<file path="src/verilog/vtf_pkg.sv">
// Shared constants, types and helpers for the telemetry and fault-protection block
package vtf_pkg;
	localparam int CLK_PERIOD_NS   = 100;
	localparam int ALERT_MAX_NS    = 2000;
	localparam int ALERT_MAX_CYC   = ALERT_MAX_NS / CLK_PERIOD_NS;
	localparam int OC_TIMER_NS     = 9000;
	localparam int OC_CYC          = (OC_TIMER_NS + CLK_PERIOD_NS - 1) / CLK_PERIOD_NS;
	localparam int PARTNER_MAX_NS  = 10000;
	localparam int PARTNER_MAX_CYC = PARTNER_MAX_NS / CLK_PERIOD_NS;
	localparam int UNBAL_NS        = 1000000;
	localparam int UNBAL_CYC       = (UNBAL_NS + CLK_PERIOD_NS - 1) / CLK_PERIOD_NS;
	localparam logic [6:0] OC_CNT_MAX = 7'(OC_CYC - 1);

	localparam int PKT_TFN_POS  = 21;
	localparam int PKT_CORE_POS = 6;
	localparam int PKT_NB_POS   = 7;
	localparam logic [2:0] SEL_VI  = 3'h5;
	localparam logic [2:0] SEL_V   = 3'h4;
	localparam logic [2:0] SEL_OFF = 3'h6;

	localparam logic [7:0] ADDR_PACKET = 8'h00;
	localparam logic [7:0] ADDR_STATUS = 8'h04;
	localparam logic [7:0] ADDR_LOAD   = 8'h08;
	localparam int ST_LOW   = 0;
	localparam int ST_TRI   = 2;
	localparam int ST_OK    = 4;
	localparam int ST_ALERT = 6;
	localparam int ST_FAULT = 8;
	localparam int ST_MODE  = 10;
	localparam int ST_TOP   = 12;
	localparam int LD_CORE  = 0;
	localparam int LD_NB    = 8;

	localparam int SY_SVC   = 0;
	localparam int SY_EN    = 1;
	localparam int SY_POR   = 2;
	localparam int SY_OC    = 3;
	localparam int SY_WOC   = 5;
	localparam int SY_UNBAL = 7;
	localparam int SY_UV    = 9;
	localparam int SY_OV    = 11;
	localparam int SY_BELOW = 13;
	localparam int SYNC_W   = 15;

	localparam int FRAME_W = 34;
	localparam logic [5:0] FRAME_LAST = 6'h21;
	localparam logic [1:0] HDR_V  = 2'h2;
	localparam logic [1:0] HDR_VI = 2'h3;
	localparam logic [16:0] LOAD_CURRENT_MONITOR_FULL_CODE = 17'h00300;
	localparam logic [16:0] PCT_FULL       = 17'h00064;

	typedef enum logic [1:0] {TEL_OFF, TEL_V, TEL_VI} vtf_tel_mode_type;
	typedef enum logic [2:0] {SEQ_OFF, SEQ_RUN, SEQ_OV_PULL, SEQ_OV_TRI, SEQ_SHUT}
		vtf_seq_state_type;
	typedef logic [1:0][9:0] vtf_mon_pair_type;
	typedef logic [1:0][7:0] vtf_volt_pair_type;

	typedef struct packed {
		logic [SYNC_W-1:0]  s1;
		logic [SYNC_W-1:0]  s2;
		logic               svc_d;
		logic [31:0]        packet;
		vtf_tel_mode_type   mode;
		logic [FRAME_W-1:0] shift;
		logic [5:0]         bitcnt;
		logic               serial_telemetry_line;
		logic [31:0]        prdata;
		logic               pslverr;
	} vtf_top_reg_type;

	typedef struct packed {
		vtf_seq_state_type state;
		logic [6:0]        oc_cnt;
		logic [13:0]       unbal_cnt;
		logic              alert;
		logic              oc_tri;
	} vtf_seq_reg_type;

	localparam vtf_top_reg_type TOP_RST = vtf_top_reg_type'(0);
	localparam vtf_seq_reg_type SEQ_RST = vtf_seq_reg_type'(0);

	function automatic logic [7:0] vtf_load_pct(input logic [9:0] code);
		logic [16:0] prod;
		prod = {7'h00, code} * PCT_FULL;
		return 8'(prod / LOAD_CURRENT_MONITOR_FULL_CODE);
	endfunction
endpackage

</file>
<file path="src/verilog/vtf_seq_if.sv">
// Carrier between the top level and one output's fault sequencer
interface vtf_seq_if;
	logic                       en;
	logic                       oc;
	logic                       way_overcurrent_fault;
	logic                       unbal;
	logic                       uv;
	logic                       ov;
	logic                       below_vid;
	logic                       partner_fault;
	logic                       alert;
	logic                       phase_tri;
	logic                       low_on;
	logic                       output_ok;
	logic                       fault;
	vtf_pkg::vtf_seq_state_type state;
	modport seq (input en, oc, way_overcurrent_fault, unbal, uv, ov, below_vid, partner_fault,
		output alert, phase_tri, low_on, output_ok, fault, state);
	modport top (output en, oc, way_overcurrent_fault, unbal, uv, ov, below_vid, partner_fault,
		input alert, phase_tri, low_on, output_ok, fault, state);
endinterface

</file>
<file path="src/verilog/vtf_fault_seq.sv">
// Fault sequencer for one regulator output
module vtf_fault_seq #(
	parameter int UNBAL_CYC = vtf_pkg::UNBAL_CYC
) (
	input  wire logic i_clk,
	input  wire logic i_rst_n,
	vtf_seq_if.seq    sif
);
	import vtf_pkg::*;

	localparam logic [13:0] UNBAL_LAST = 14'(UNBAL_CYC - 1);

	vtf_seq_reg_type s_reg;
	vtf_seq_reg_type s_next;
	logic            unbal_trip;

	assign unbal_trip = sif.unbal && (s_reg.unbal_cnt == UNBAL_LAST);

	always_comb begin
		s_next = s_reg;
		s_next.alert = sif.oc;
		if (sif.oc) begin
			if (s_reg.oc_cnt != OC_CNT_MAX)
				s_next.oc_cnt = s_reg.oc_cnt + 7'h01;
		end else begin
			s_next.oc_cnt = 7'h00;
		end
		s_next.oc_tri = sif.oc && (s_reg.oc_cnt == OC_CNT_MAX);
		if (!sif.unbal)
			s_next.unbal_cnt = 14'h0000;
		else if (!unbal_trip)
			s_next.unbal_cnt = s_reg.unbal_cnt + 14'h0001;
		case (s_reg.state)
			SEQ_OFF: if (sif.en) s_next.state = SEQ_RUN;
			SEQ_RUN: begin
				// Latching faults outrank overvoltage: once tripped, nothing switches
				if (sif.way_overcurrent_fault || sif.uv || sif.partner_fault || unbal_trip)
					s_next.state = SEQ_SHUT;
				else if (sif.ov)
					s_next.state = SEQ_OV_PULL;
			end
			SEQ_OV_PULL: if (sif.below_vid) s_next.state = SEQ_OV_TRI;
			SEQ_OV_TRI: if (sif.ov) s_next.state = SEQ_OV_PULL;
			SEQ_SHUT: s_next.state = SEQ_SHUT;
			default: s_next.state = SEQ_OFF;
		endcase
		if (!sif.en)
			s_next = SEQ_RST;
	end

	always_ff @(posedge i_clk or negedge i_rst_n) begin
		if (!i_rst_n)
			s_reg <= SEQ_RST;
		else
			s_reg <= s_next;
	end

	assign sif.alert     = s_reg.alert;
	assign sif.output_ok = s_reg.state == SEQ_RUN;
	assign sif.phase_tri = (s_reg.state != SEQ_RUN) || s_reg.oc_tri;
	assign sif.low_on    = s_reg.state == SEQ_OV_PULL;
	assign sif.fault     = s_reg.state inside {SEQ_SHUT, SEQ_OV_PULL, SEQ_OV_TRI};
	assign sif.state     = s_reg.state;
endmodule

</file>
<file path="src/verilog/vtf_top.sv">
// Telemetry mode select, telemetry shifter, APB registers and two fault sequencers
// Summary of operation
// - Telemetry mode comes from packet bits 21, 6 and 7 together.
// - Pattern 1,0,1 sends voltage and current for both domains.
// - Pattern 1,0,0 sends voltage only; 1,1,0 disables; 1,1,1 reserved.
// - Telemetry leaves on the telemetry line, paced by the serial VID clock.
// - Reported load percentage scales with monitor voltage, 1.2V meaning full load.
// - Monitor at or above 1.5V flags an overcurrent event.
// - Thermal alert goes low within 2us of an overcurrent event.
// - A fault timer runs during overcurrent; at 7.5 to 11us phases tri-state.
// - Overcurrent clearing resets the timer and releases the thermal alert.
// - Undervoltage or way-overcurrent drops the affected output's power-good.
// - One output failing shuts the other down within 10us.
// - Way-overcurrent immediately tri-states phases, shuts down, drops power-good.
// - Way-overcurrent also shuts the other output down within 10us.
// - Phase imbalance above 9mV for 1ms latches the output off.
// - Output 325mV below target declares undervoltage, drops power-good, tri-states.
// - Output 325mV above target drops power-good and turns low-side switches on.
// - Low-side switches stay on until output falls below target, then tri-state.
// - Overvoltage returning after tri-state repeats the pull-down.
// - Enable toggle or power-on reset clears latched faults and restarts.
module vtf_top #(
	parameter int P_UNBAL_CYC = vtf_pkg::UNBAL_CYC
) (
	input  wire logic                       I_SYS_CLK,
	input  wire logic                       I_RST_N,
	input  wire logic                       I_PSEL,
	input  wire logic                       I_PENABLE,
	input  wire logic                       I_PWRITE,
	input  wire logic [7:0]                 I_PADDR,
	input  wire logic [31:0]                I_PWDATA,
	output      logic [31:0]                O_PRDATA,
	output      logic                       O_PREADY,
	output      logic                       O_PSLVERR,
	input  wire logic                       I_SERIAL_VID_CLOCK,
	output      logic                       O_SERIAL_TELEMETRY_LINE,
	input  wire logic                       I_ENABLE,
	input  wire logic                       I_POR_OK,
	input  wire logic [1:0]                 I_OC_CMP,
	input  wire logic [1:0]                 I_WOC_CMP,
	input  wire logic [1:0]                 I_UNBAL_CMP,
	input  wire logic [1:0]                 I_UV_CMP,
	input  wire logic [1:0]                 I_OV_CMP,
	input  wire logic [1:0]                 I_BELOW_VID_CMP,
	input  wire vtf_pkg::vtf_mon_pair_type  I_LOAD_MON_CODE,
	input  wire vtf_pkg::vtf_volt_pair_type I_VSENSE_CODE,
	output      logic                       O_THERMAL_ALERT_N,
	output      logic [1:0]                 O_OUTPUT_OK,
	output      logic [1:0]                 O_PHASE_TRI,
	output      logic [1:0]                 O_LOW_SIDE_ON
);
	import vtf_pkg::*;

	vtf_top_reg_type    r_reg;
	vtf_top_reg_type    r_next;
	logic [SYNC_W-1:0]  pins;
	logic               en_ok;
	logic               apb_setup;
	logic               apb_access;
	logic               svc_fall;
	logic               shift_msb;
	logic [1:0]         alert_v;
	logic [1:0]         fault_v;
	logic [1:0]         ok_v;
	logic [1:0]         tri_v;
	logic [1:0]         low_v;
	logic [1:0][7:0]    pct;
	logic [31:0]        status;
	logic [31:0]        load_word;
	logic [FRAME_W-1:0] frame;
	vtf_seq_state_type  state_v [2];

	function automatic vtf_tel_mode_type tel_decode(input logic [31:0] pkt,
		input vtf_tel_mode_type cur);
		case ({pkt[PKT_TFN_POS], pkt[PKT_CORE_POS], pkt[PKT_NB_POS]})
			SEL_VI: return TEL_VI;
			SEL_V: return TEL_V;
			SEL_OFF: return TEL_OFF;
			// Reserved pattern and function bit clear leave the mode alone
			default: return cur;
		endcase
	endfunction

	// Every comparator level and the enable, power-on and link clock pins cross into this clock by two flops
	assign pins = {I_BELOW_VID_CMP, I_OV_CMP, I_UV_CMP, I_UNBAL_CMP, I_WOC_CMP,
		I_OC_CMP, I_POR_OK, I_ENABLE, I_SERIAL_VID_CLOCK};
	assign en_ok = r_reg.s2[SY_EN] && r_reg.s2[SY_POR];
	assign svc_fall = r_reg.svc_d && !r_reg.s2[SY_SVC];
	assign shift_msb = r_reg.shift[FRAME_W-1];
	assign apb_setup = I_PSEL && !I_PENABLE;
	assign apb_access = I_PSEL && I_PENABLE;

	genvar gi;
	generate
		for (gi = 0; gi < 2; gi++) begin : g_ch
			vtf_seq_if sif ();
			assign sif.en = en_ok;
			assign sif.oc = r_reg.s2[SY_OC + gi];
			assign sif.way_overcurrent_fault = r_reg.s2[SY_WOC + gi];
			assign sif.unbal = r_reg.s2[SY_UNBAL + gi];
			assign sif.uv = r_reg.s2[SY_UV + gi];
			assign sif.ov = r_reg.s2[SY_OV + gi];
			assign sif.below_vid = r_reg.s2[SY_BELOW + gi];
			assign sif.partner_fault = fault_v[1 - gi];
			assign alert_v[gi] = sif.alert;
			assign fault_v[gi] = sif.fault;
			assign ok_v[gi] = sif.output_ok;
			assign tri_v[gi] = sif.phase_tri;
			assign low_v[gi] = sif.low_on;
			assign state_v[gi] = sif.state;
			assign pct[gi] = vtf_load_pct(I_LOAD_MON_CODE[gi]);
			vtf_fault_seq #(
				.UNBAL_CYC(P_UNBAL_CYC)
			) u_seq (
				.i_clk  (I_SYS_CLK),
				.i_rst_n(I_RST_N),
				.sif    (sif)
			);
		end
	endgenerate

	assign status[ST_LOW +: 2]   = low_v;
	assign status[ST_TRI +: 2]   = tri_v;
	assign status[ST_OK +: 2]    = ok_v;
	assign status[ST_ALERT +: 2] = alert_v;
	assign status[ST_FAULT +: 2] = fault_v;
	assign status[ST_MODE +: 2]  = r_reg.mode;
	assign status[31:ST_TOP]     = '0;
	assign load_word[LD_CORE +: 8] = pct[0];
	assign load_word[LD_NB +: 8]   = pct[1];
	assign load_word[31:16]        = 16'h0000;

	// Current fields are zero in voltage-only mode so the frame length never changes
	always_comb begin
		frame = '0;
		case (r_reg.mode)
			TEL_V: frame = {HDR_V, I_VSENSE_CODE[0], 8'h00,
				I_VSENSE_CODE[1], 8'h00};
			TEL_VI: frame = {HDR_VI, I_VSENSE_CODE[0], pct[0],
				I_VSENSE_CODE[1], pct[1]};
			default: frame = '0;
		endcase
	end

	always_comb begin
		r_next = r_reg;
		r_next.s1 = pins;
		r_next.s2 = r_reg.s1;
		r_next.svc_d = r_reg.s2[SY_SVC];
		// Read data is captured in the setup cycle so it comes from a flop
		if (apb_setup) begin
			r_next.pslverr = 1'b0;
			case (I_PADDR)
				ADDR_PACKET: r_next.prdata = r_reg.packet;
				ADDR_STATUS: begin
					r_next.prdata = status;
					r_next.pslverr = I_PWRITE;
				end
				ADDR_LOAD: begin
					r_next.prdata = load_word;
					r_next.pslverr = I_PWRITE;
				end
				default: begin
					r_next.prdata = 32'h00000000;
					r_next.pslverr = 1'b1;
				end
			endcase
		end
		if (apb_access && I_PWRITE && I_PADDR == ADDR_PACKET) begin
			r_next.packet = I_PWDATA;
			r_next.mode = tel_decode(I_PWDATA, r_reg.mode);
		end
		// Bits change on the falling link clock so the far end samples a settled line
		if (svc_fall) begin
			if (r_reg.mode == TEL_OFF) begin
				r_next.serial_telemetry_line = 1'b0;
				r_next.bitcnt = 6'h00;
			end else if (r_reg.bitcnt == 6'h00) begin
				r_next.serial_telemetry_line = frame[FRAME_W-1];
				r_next.shift = {frame[FRAME_W-2:0], 1'b0};
				r_next.bitcnt = FRAME_LAST;
			end else begin
				r_next.serial_telemetry_line = shift_msb;
				r_next.shift = {r_reg.shift[FRAME_W-2:0], 1'b0};
				r_next.bitcnt = r_reg.bitcnt - 6'h01;
			end
		end
	end

	always_ff @(posedge I_SYS_CLK or negedge I_RST_N) begin
		if (!I_RST_N)
			r_reg <= TOP_RST;
		else
			r_reg <= r_next;
	end

	assign O_PRDATA = r_reg.prdata;
	assign O_PSLVERR = r_reg.pslverr && apb_access;
	assign O_PREADY = apb_access;
	assign O_SERIAL_TELEMETRY_LINE = r_reg.serial_telemetry_line;
	assign O_THERMAL_ALERT_N = !(|alert_v);
	assign O_OUTPUT_OK = ok_v;
	assign O_PHASE_TRI = tri_v;
	assign O_LOW_SIDE_ON = low_v;
endmodule

</file>
<file path="config.mk">
export PLATFORM = sky130hd
export DESIGN_NAME = vtf_top
export DESIGN_NICKNAME = d
export VERILOG_FILES = /design/src/verilog/vtf_pkg.sv /design/src/verilog/vtf_seq_if.sv /design/src/verilog/vtf_fault_seq.sv /design/src/verilog/vtf_top.sv
export SDC_FILE = /design/constraint.sdc
export NUM_CORES = 1
export LEC_CHECK = 0
export ABC_AREA = 1
export BUFFER_PORTS_ARGS = -buffer_cell sky130_fd_sc_hd__clkbuf_2
export CAP_MARGIN = 40
export CORE_ASPECT_RATIO = 1.75
export CORE_MARGIN = 2
export CORE_UTILIZATION = 54
export DETAILED_ROUTE_END_ITERATION = 8
export PLACE_DENSITY_LB_ADDON = 0.25
export REMOVE_ABC_BUFFERS = 1
export SLEW_MARGIN = 20
export SYNTH_ARGS = -nofsm -noshare
export SYNTH_HDL_FRONTEND = slang
export SYNTH_SLANG_ARGS = --single-unit
</file>
<file path="constraint.sdc">
create_clock -name I_SYS_CLK -period 2.1 [get_ports I_SYS_CLK]
set_clock_uncertainty 0.15 [all_clocks]
set_input_delay 0.105 -clock I_SYS_CLK [delete_from_list [all_inputs] [get_ports I_SYS_CLK]]
set_output_delay 0.105 -clock I_SYS_CLK [all_outputs]
set_load 0.01 [all_outputs]
</file>
== Yosys cells after proc, flatten, opt, wreduce, memory -nomap -nowiden ==
Index checks and enable logic that the tools add are counted.

* Register bits: 191
* Bits in latches: 0
* Memory bits (writable): 0
* ROM bits: 0
* Bits of input ports: 96
* Output and inout bits: 42
* Word-level logic and storage cells: 117
* Memories kept: 0

* Add/subtract/negate cells: 5
* Multiply operators: 2
* Div/mod/pow operators: 2
* Order comparisons: 0
* Equality and inequality tests: 29
* Shift operators: 0
* Muxes and demuxes: 24
* Bitwise operators: 1
* Reduce and logical (&&, ||, !) cells: 34

{| class="wikitable"
|+ Operators with widths
! cell !! count
|-
| 32-bit case mux with 3 select lines || 1
|-
| 34-bit case mux with 2 select lines || 1
|-
| 14-bit 2-to-1 mux || 4
|-
| 26-bit 2-to-1 mux || 2
|-
| 41-bit 2-to-1 mux || 1
|-
| 7-bit 2-to-1 mux || 5
|-
| 17-bit by 10-bit divider with 17-bit output (second input constant) || 2
|-
| 10-bit by 5-bit multiplier with 15-bit output (second input constant) || 2
|-
| 3-bit case mux with 5 select lines || 2
|-
| 14-bit by 1-bit adder with 14-bit output (second input constant) || 2
|-
| 14-bit == test (second input constant) || 2
|-
| 3-bit 2-to-1 mux || 6
|-
| 3-bit == test (second input constant) || 5
|-
| 3-bit != test (second input constant) || 5
|-
| 7-bit by 1-bit adder with 7-bit output (second input constant) || 2
|-
| 7-bit == test (second input constant) || 2
|-
| 7-bit != test (second input constant) || 2
|-
| 3-bit by 2-bit == test with 1-bit output (second input constant) || 4
|-
| 1-bit logical AND || 11
|-
| 3-bit nonzero test || 3
|-
| 8-bit by 3-bit == test with 1-bit output (second input constant) || 1
|-
| 8-bit by 4-bit == test with 1-bit output (second input constant) || 1
|-
| 8-bit zero test || 1
|-
| 1-bit logical OR || 8
|-
| 15 further kinds || 22
|}

== Depth between registers and ports, before layout ==
* Depth in word-level cells: 7
* Mapped depth: 49
* Gate-level depth less buffers: 49

== Modules after synthesis ==
From an unflattened synthesis, not the netlist that was laid out.

* Cells, all modules: 1479
* Area, all modules: 11783.8 µm²

{| class="wikitable"
|+ By module, submodules not included
! module !! times used !! cells an instance !! area each (µm²) !! seq. area each (µm²)
|-
| vtf_top || 1 || 1099 || 8851.0 || 3453.3
|-
| vtf_fault_seq || 2 || 190 || 1466.4 || 650.6
|}

== Least setup slack after synthesis ==
OpenSTA, ideal clock, no wires.

* Kind: in2reg
* From: input I_LOAD_MON_CODE[4] (netlist name)
* To: register r_reg, in the netlist O_PRDATA[0]
* Library setup time: 0.117 ns
* Arrival: 4.642 ns
* Required time: 1.833 ns
* Slack: -2.809 ns
* Stages on the path: 46
* Buffers on the path: 0
* Cells stage by stage: ha_1 -> ha_1 -> inv_1 -> fa_1 -> inv_1 -> ha_1 -> nand2_1 -> inv_2 -> nand2_2 -> nand2_1 -> nand2_1 -> nand3_1 -> nand2_2 -> nand2_4 -> nand2_4 -> nand2_1 -> nand2_2 -> nand2_2 -> [... 10 more ...] -> nand3_2 -> inv_2 -> nor2_2 -> inv_1 -> nand2_1 -> nand2_1 -> nand3_2 -> nand3_2 -> nand2_2 -> nand3_2 -> nand2_2 -> nand2_1 -> nand3_1 -> nand3_1 -> nand2_1 -> nand2_1 -> nand2_1 -> nand2_1

* Cells in the longest elaborated chain, start to end: 3

{| class="wikitable"
|+ RTL lines
! what !! RTL line !! source
|-
| start: declaration || vtf_top.sv:45 || <nowiki>input wire vtf_pkg::vtf_mon_pair_type I_LOAD_MON_CODE,</nowiki>
|-
| 10-bit by 5-bit multiplier with 15-bit output || vtf_pkg.sv:84 || <nowiki>prod = {7'h00, code} * PCT_FULL;</nowiki>
|-
| 17-bit by 10-bit divider with 17-bit output || vtf_pkg.sv:85 || <nowiki>return 8'(prod / LOAD_CURRENT_MONITOR_FULL_CODE);</nowiki>
|-
| 32-bit case mux with 3 select lines || vtf_top.sv:153 || <nowiki>case (I_PADDR)</nowiki>
|-
| end signal: assignment || vtf_top.sv:194 || <nowiki>r_reg <= r_next;</nowiki>
|-
| end: declaration || vtf_top.sv:54 || <nowiki>vtf_top_reg_type r_reg;</nowiki>
|}

No other way between the ends.
A chain may end at the register's enable or synchronous reset.

== Worst setup path after layout ==
* From: input I_LOAD_MON_CODE[2] (netlist name)
* To: register r_reg, in the netlist O_PRDATA[2]

The elaborated chain is that of the path after synthesis.

==> impl_metrics.json <==
{
  "dr.pass1.iters": 6,
  "ant_nets": 0,
  "area_delta_synth_final_pct": 49.50,
  "power.internal_uw": 10980,
  "maxCapViolations": 0,
  "power_density_nw_per_um2": 1093,
  "p_switching_uw": 8000,
  "htreeDepth": 4,
  "slowest_delay_ns": 0.48,
  "ir_drop_v": 0.0007180,
  "synth_edf_count": 0,
  "n_antenna_cell": 0,
  "die_w_um": 114.8,
  "ys.flop_type": "dfrtp_1",
  "grt_pass1_vias": 11978,
  "setup_viol": 32,
  "cts.sinks": 190,
  "numCtsBuffers": 17,
  "worstHoldPathType": "in -> reg",
  "syn_area_um2": 11610,
  "fin_setup_tns_ns": -64.93,
  "hold_viol_final": 0,
  "critPathSlowestCell": "fa_1",
  "p_leak_uw": 0.008722,
  "clk_path_buf_depth": 2,
  "dp_hpwl_mm": 22.19,
  "design.die.area_um2": 22730,
  "rrSetupSlack_ns": 0.02,
  "die_height_um": 198.0,
  "maxClockFrequency_ghz": 0.1919,
  "combPwrFrac": 0.605,
  "drive_gt1_frac": 0.3921,
  "core_um2": 21320,
  "final_common_cell": "nand2_1",
  "root_buffer": "clkbuf_16",
  "clk_latency_ns": 0.44,
  "fin_crit_sh": 2.482,
  "slew_headroom": 0.6251,
  "grt_overflow": 0,
  "critical_path_arrival_ns": 5.40,
  "worstPathRequired_ns": 2.29,
  "wl_per_cell_um": 18.49,
  "fin_crit_ns": 5.211,
  "layout_common_cells": "nand2_1, inv_1, buf_4",
  "nNetsFinal": 2050,
  "route.detailed.drc": 0,
  "avgViaCountPerCell": 5.717,
  "pre_cts_ws_ns": -3.344,
  "yosysWarnings": 0,
  "end_kind": "flip-flop",
  "dr_total_vias": 12161,
  "cts_tree": "done",
  "fp-row-count": 71,
  "async_reset_ff_frac": 1.000,
  "crit_type": "in -> reg",
  "p_clk_frac": 0.180,
  "syn_inst": 1459,
  "p_seq_frac": 0.215,
  "io_pins": 138,
  "swShare": 0.4216,
  "power_uw": 18980,
  "yosysUniqueCellTypes": 47,
  "drt_iter0_markers": 871,
  "final-max-slew-violation-count": 0,
  "rsz0062_at_grt": "true",
  "place.gp.congestion": 0.9421,
  "worstMarginPinSlew_ns": 0.5624,
  "ys_seq_area_frac": 0.4096,
  "final_cell_count_no_fill": 2127,
  "largest_reg_flops": 77,
  "cts.clk_slew.worst_paths_ns": 0.09,
  "grt_max_degree": 68,
  "setup_ws_ns": -3.111,
  "finish.utilization": 0.8140,
  "grt_pass1_wl_mm": 54.83,
  "status": "finished with violations",
  "portBuffers": 137,
  "violations": "setup timing",
  "initial_utilization": 0.5445,
  "synth.avg_cell_area_um2": 7.957,
  "cp_max_fo": 7,
  "antenna_found_initial": 0,
  "routed_wl_mm": 39.34,
  "dp_cells": 1958,
  "ys_ff_latch": 190,
  "gr-usage-all-layers": 0.3016,
  "cp-start-kind": "input port"
}
worst paths after layout:
path,from,to,cells past startpoint
setup reg to reg,r_reg[74],r_reg[59],8
hold / removal,I_PENABLE,O_PRDATA[0],5
min in group asynchronous,I_RST_N,r_next[108],2
max in group asynchronous,I_RST_N,r_reg[103],3
setup / recovery,I_LOAD_MON_CODE[2],O_PRDATA[2],39
hold reg to reg,r_next[111],r_reg[111],0
final cells by class:
type	instances	area (um2)
Clock buffer	17	425.4
Clock inverter	15	195.2
Fill cell	1178	3965
Inverter	249	955.9
Multi-Input combinational cell	957	7236
Sequential cell	190	4755
Tap cell	255	319.1
Timing Repair Buffer	443	3462
Timing Repair inverter	1	7.507
Yosys cell counts (all sizes together), types with 2 or more instances:
cell      n  share of area
a211oi    4         0.0026
o21ai    56          0.024
inv     248          0.080
o31ai     6         0.0039
nand4    20          0.011
nor3     24          0.010
a32o      2         0.0017
o211ai    5         0.0032
a221oi    6         0.0045
a22oi     9         0.0058
o22ai    11         0.0059
nand2   407           0.14
nor4     11         0.0059
xnor2     8         0.0060
nor3b     3         0.0019
nand3    89          0.043
nand3b    3         0.0019
a21oi    36          0.016
buf      42          0.026
a21o      2         0.0013
dfrtp   190           0.41
nor2     92          0.033
or2       4         0.0022
o21bai    5         0.0032
fa       10          0.017
xor2     22          0.018
clkbuf   23         0.0074
ha       85          0.092
a31oi     5         0.0027
o221ai   27          0.020
stage by stage:
step                      area [um2]  hold slack (ns)
final                          17360          0.03724
after global routing           17360          0.06929
after CTS                      16340          0.02944
after detailed placement       13580         -0.02143
after global placement         13580         -0.01083
after floorplan                11220          -0.3406
worst max-delay path, delay by kind of cell:
kind	cells	cell delay (ns)
fa+ha+maj	4	1.30
mux	1	0.20
xor+xnor	1	0.23
compound gates	3	0.44
buf+inv	10	1.11
simple gates	20	1.96
kinds of logic after synthesis:
logic type | synth area share
compound gates | 0.09625
xor+xnor | 0.02393
fa+ha+maj | 0.1089
buf+inv | 0.1140
flops | 0.4096
mux | 0.0008623
simple gates | 0.2465
routing by layer:
metal	wire length (um)	track usage
met4	2914	0.1593
met2	21040	0.5685
met5	0	0
met3	2395	0.04775
met1	12990	0.3137
power groups by stage:
stage | clock [uW] | combinational (uW) | sequential (uW)
6_report | 3410 | 11500 | 4090
5_1_grt | 3590 | 12100 | 4110
4_1_cts | 3410 | 8370 | 4070
3_5_place_dp | 0 | 6060 | 4140
3_3_place_gp | 0 | 5900 | 4130
2_1_floorplan | 0 | 3580 | 4110
repair_timing:
item                       4_1_cts  5_1_grt
pin swaps                      107      125
buffers inserted                49       41
setup endpoints to repair       34       52
cloned                           2        1
hold buffers                    65        0
resized for setup              247      197
hold endpoints to repair       209        0
Note: power is estimated with default switching activity, not from simulation.
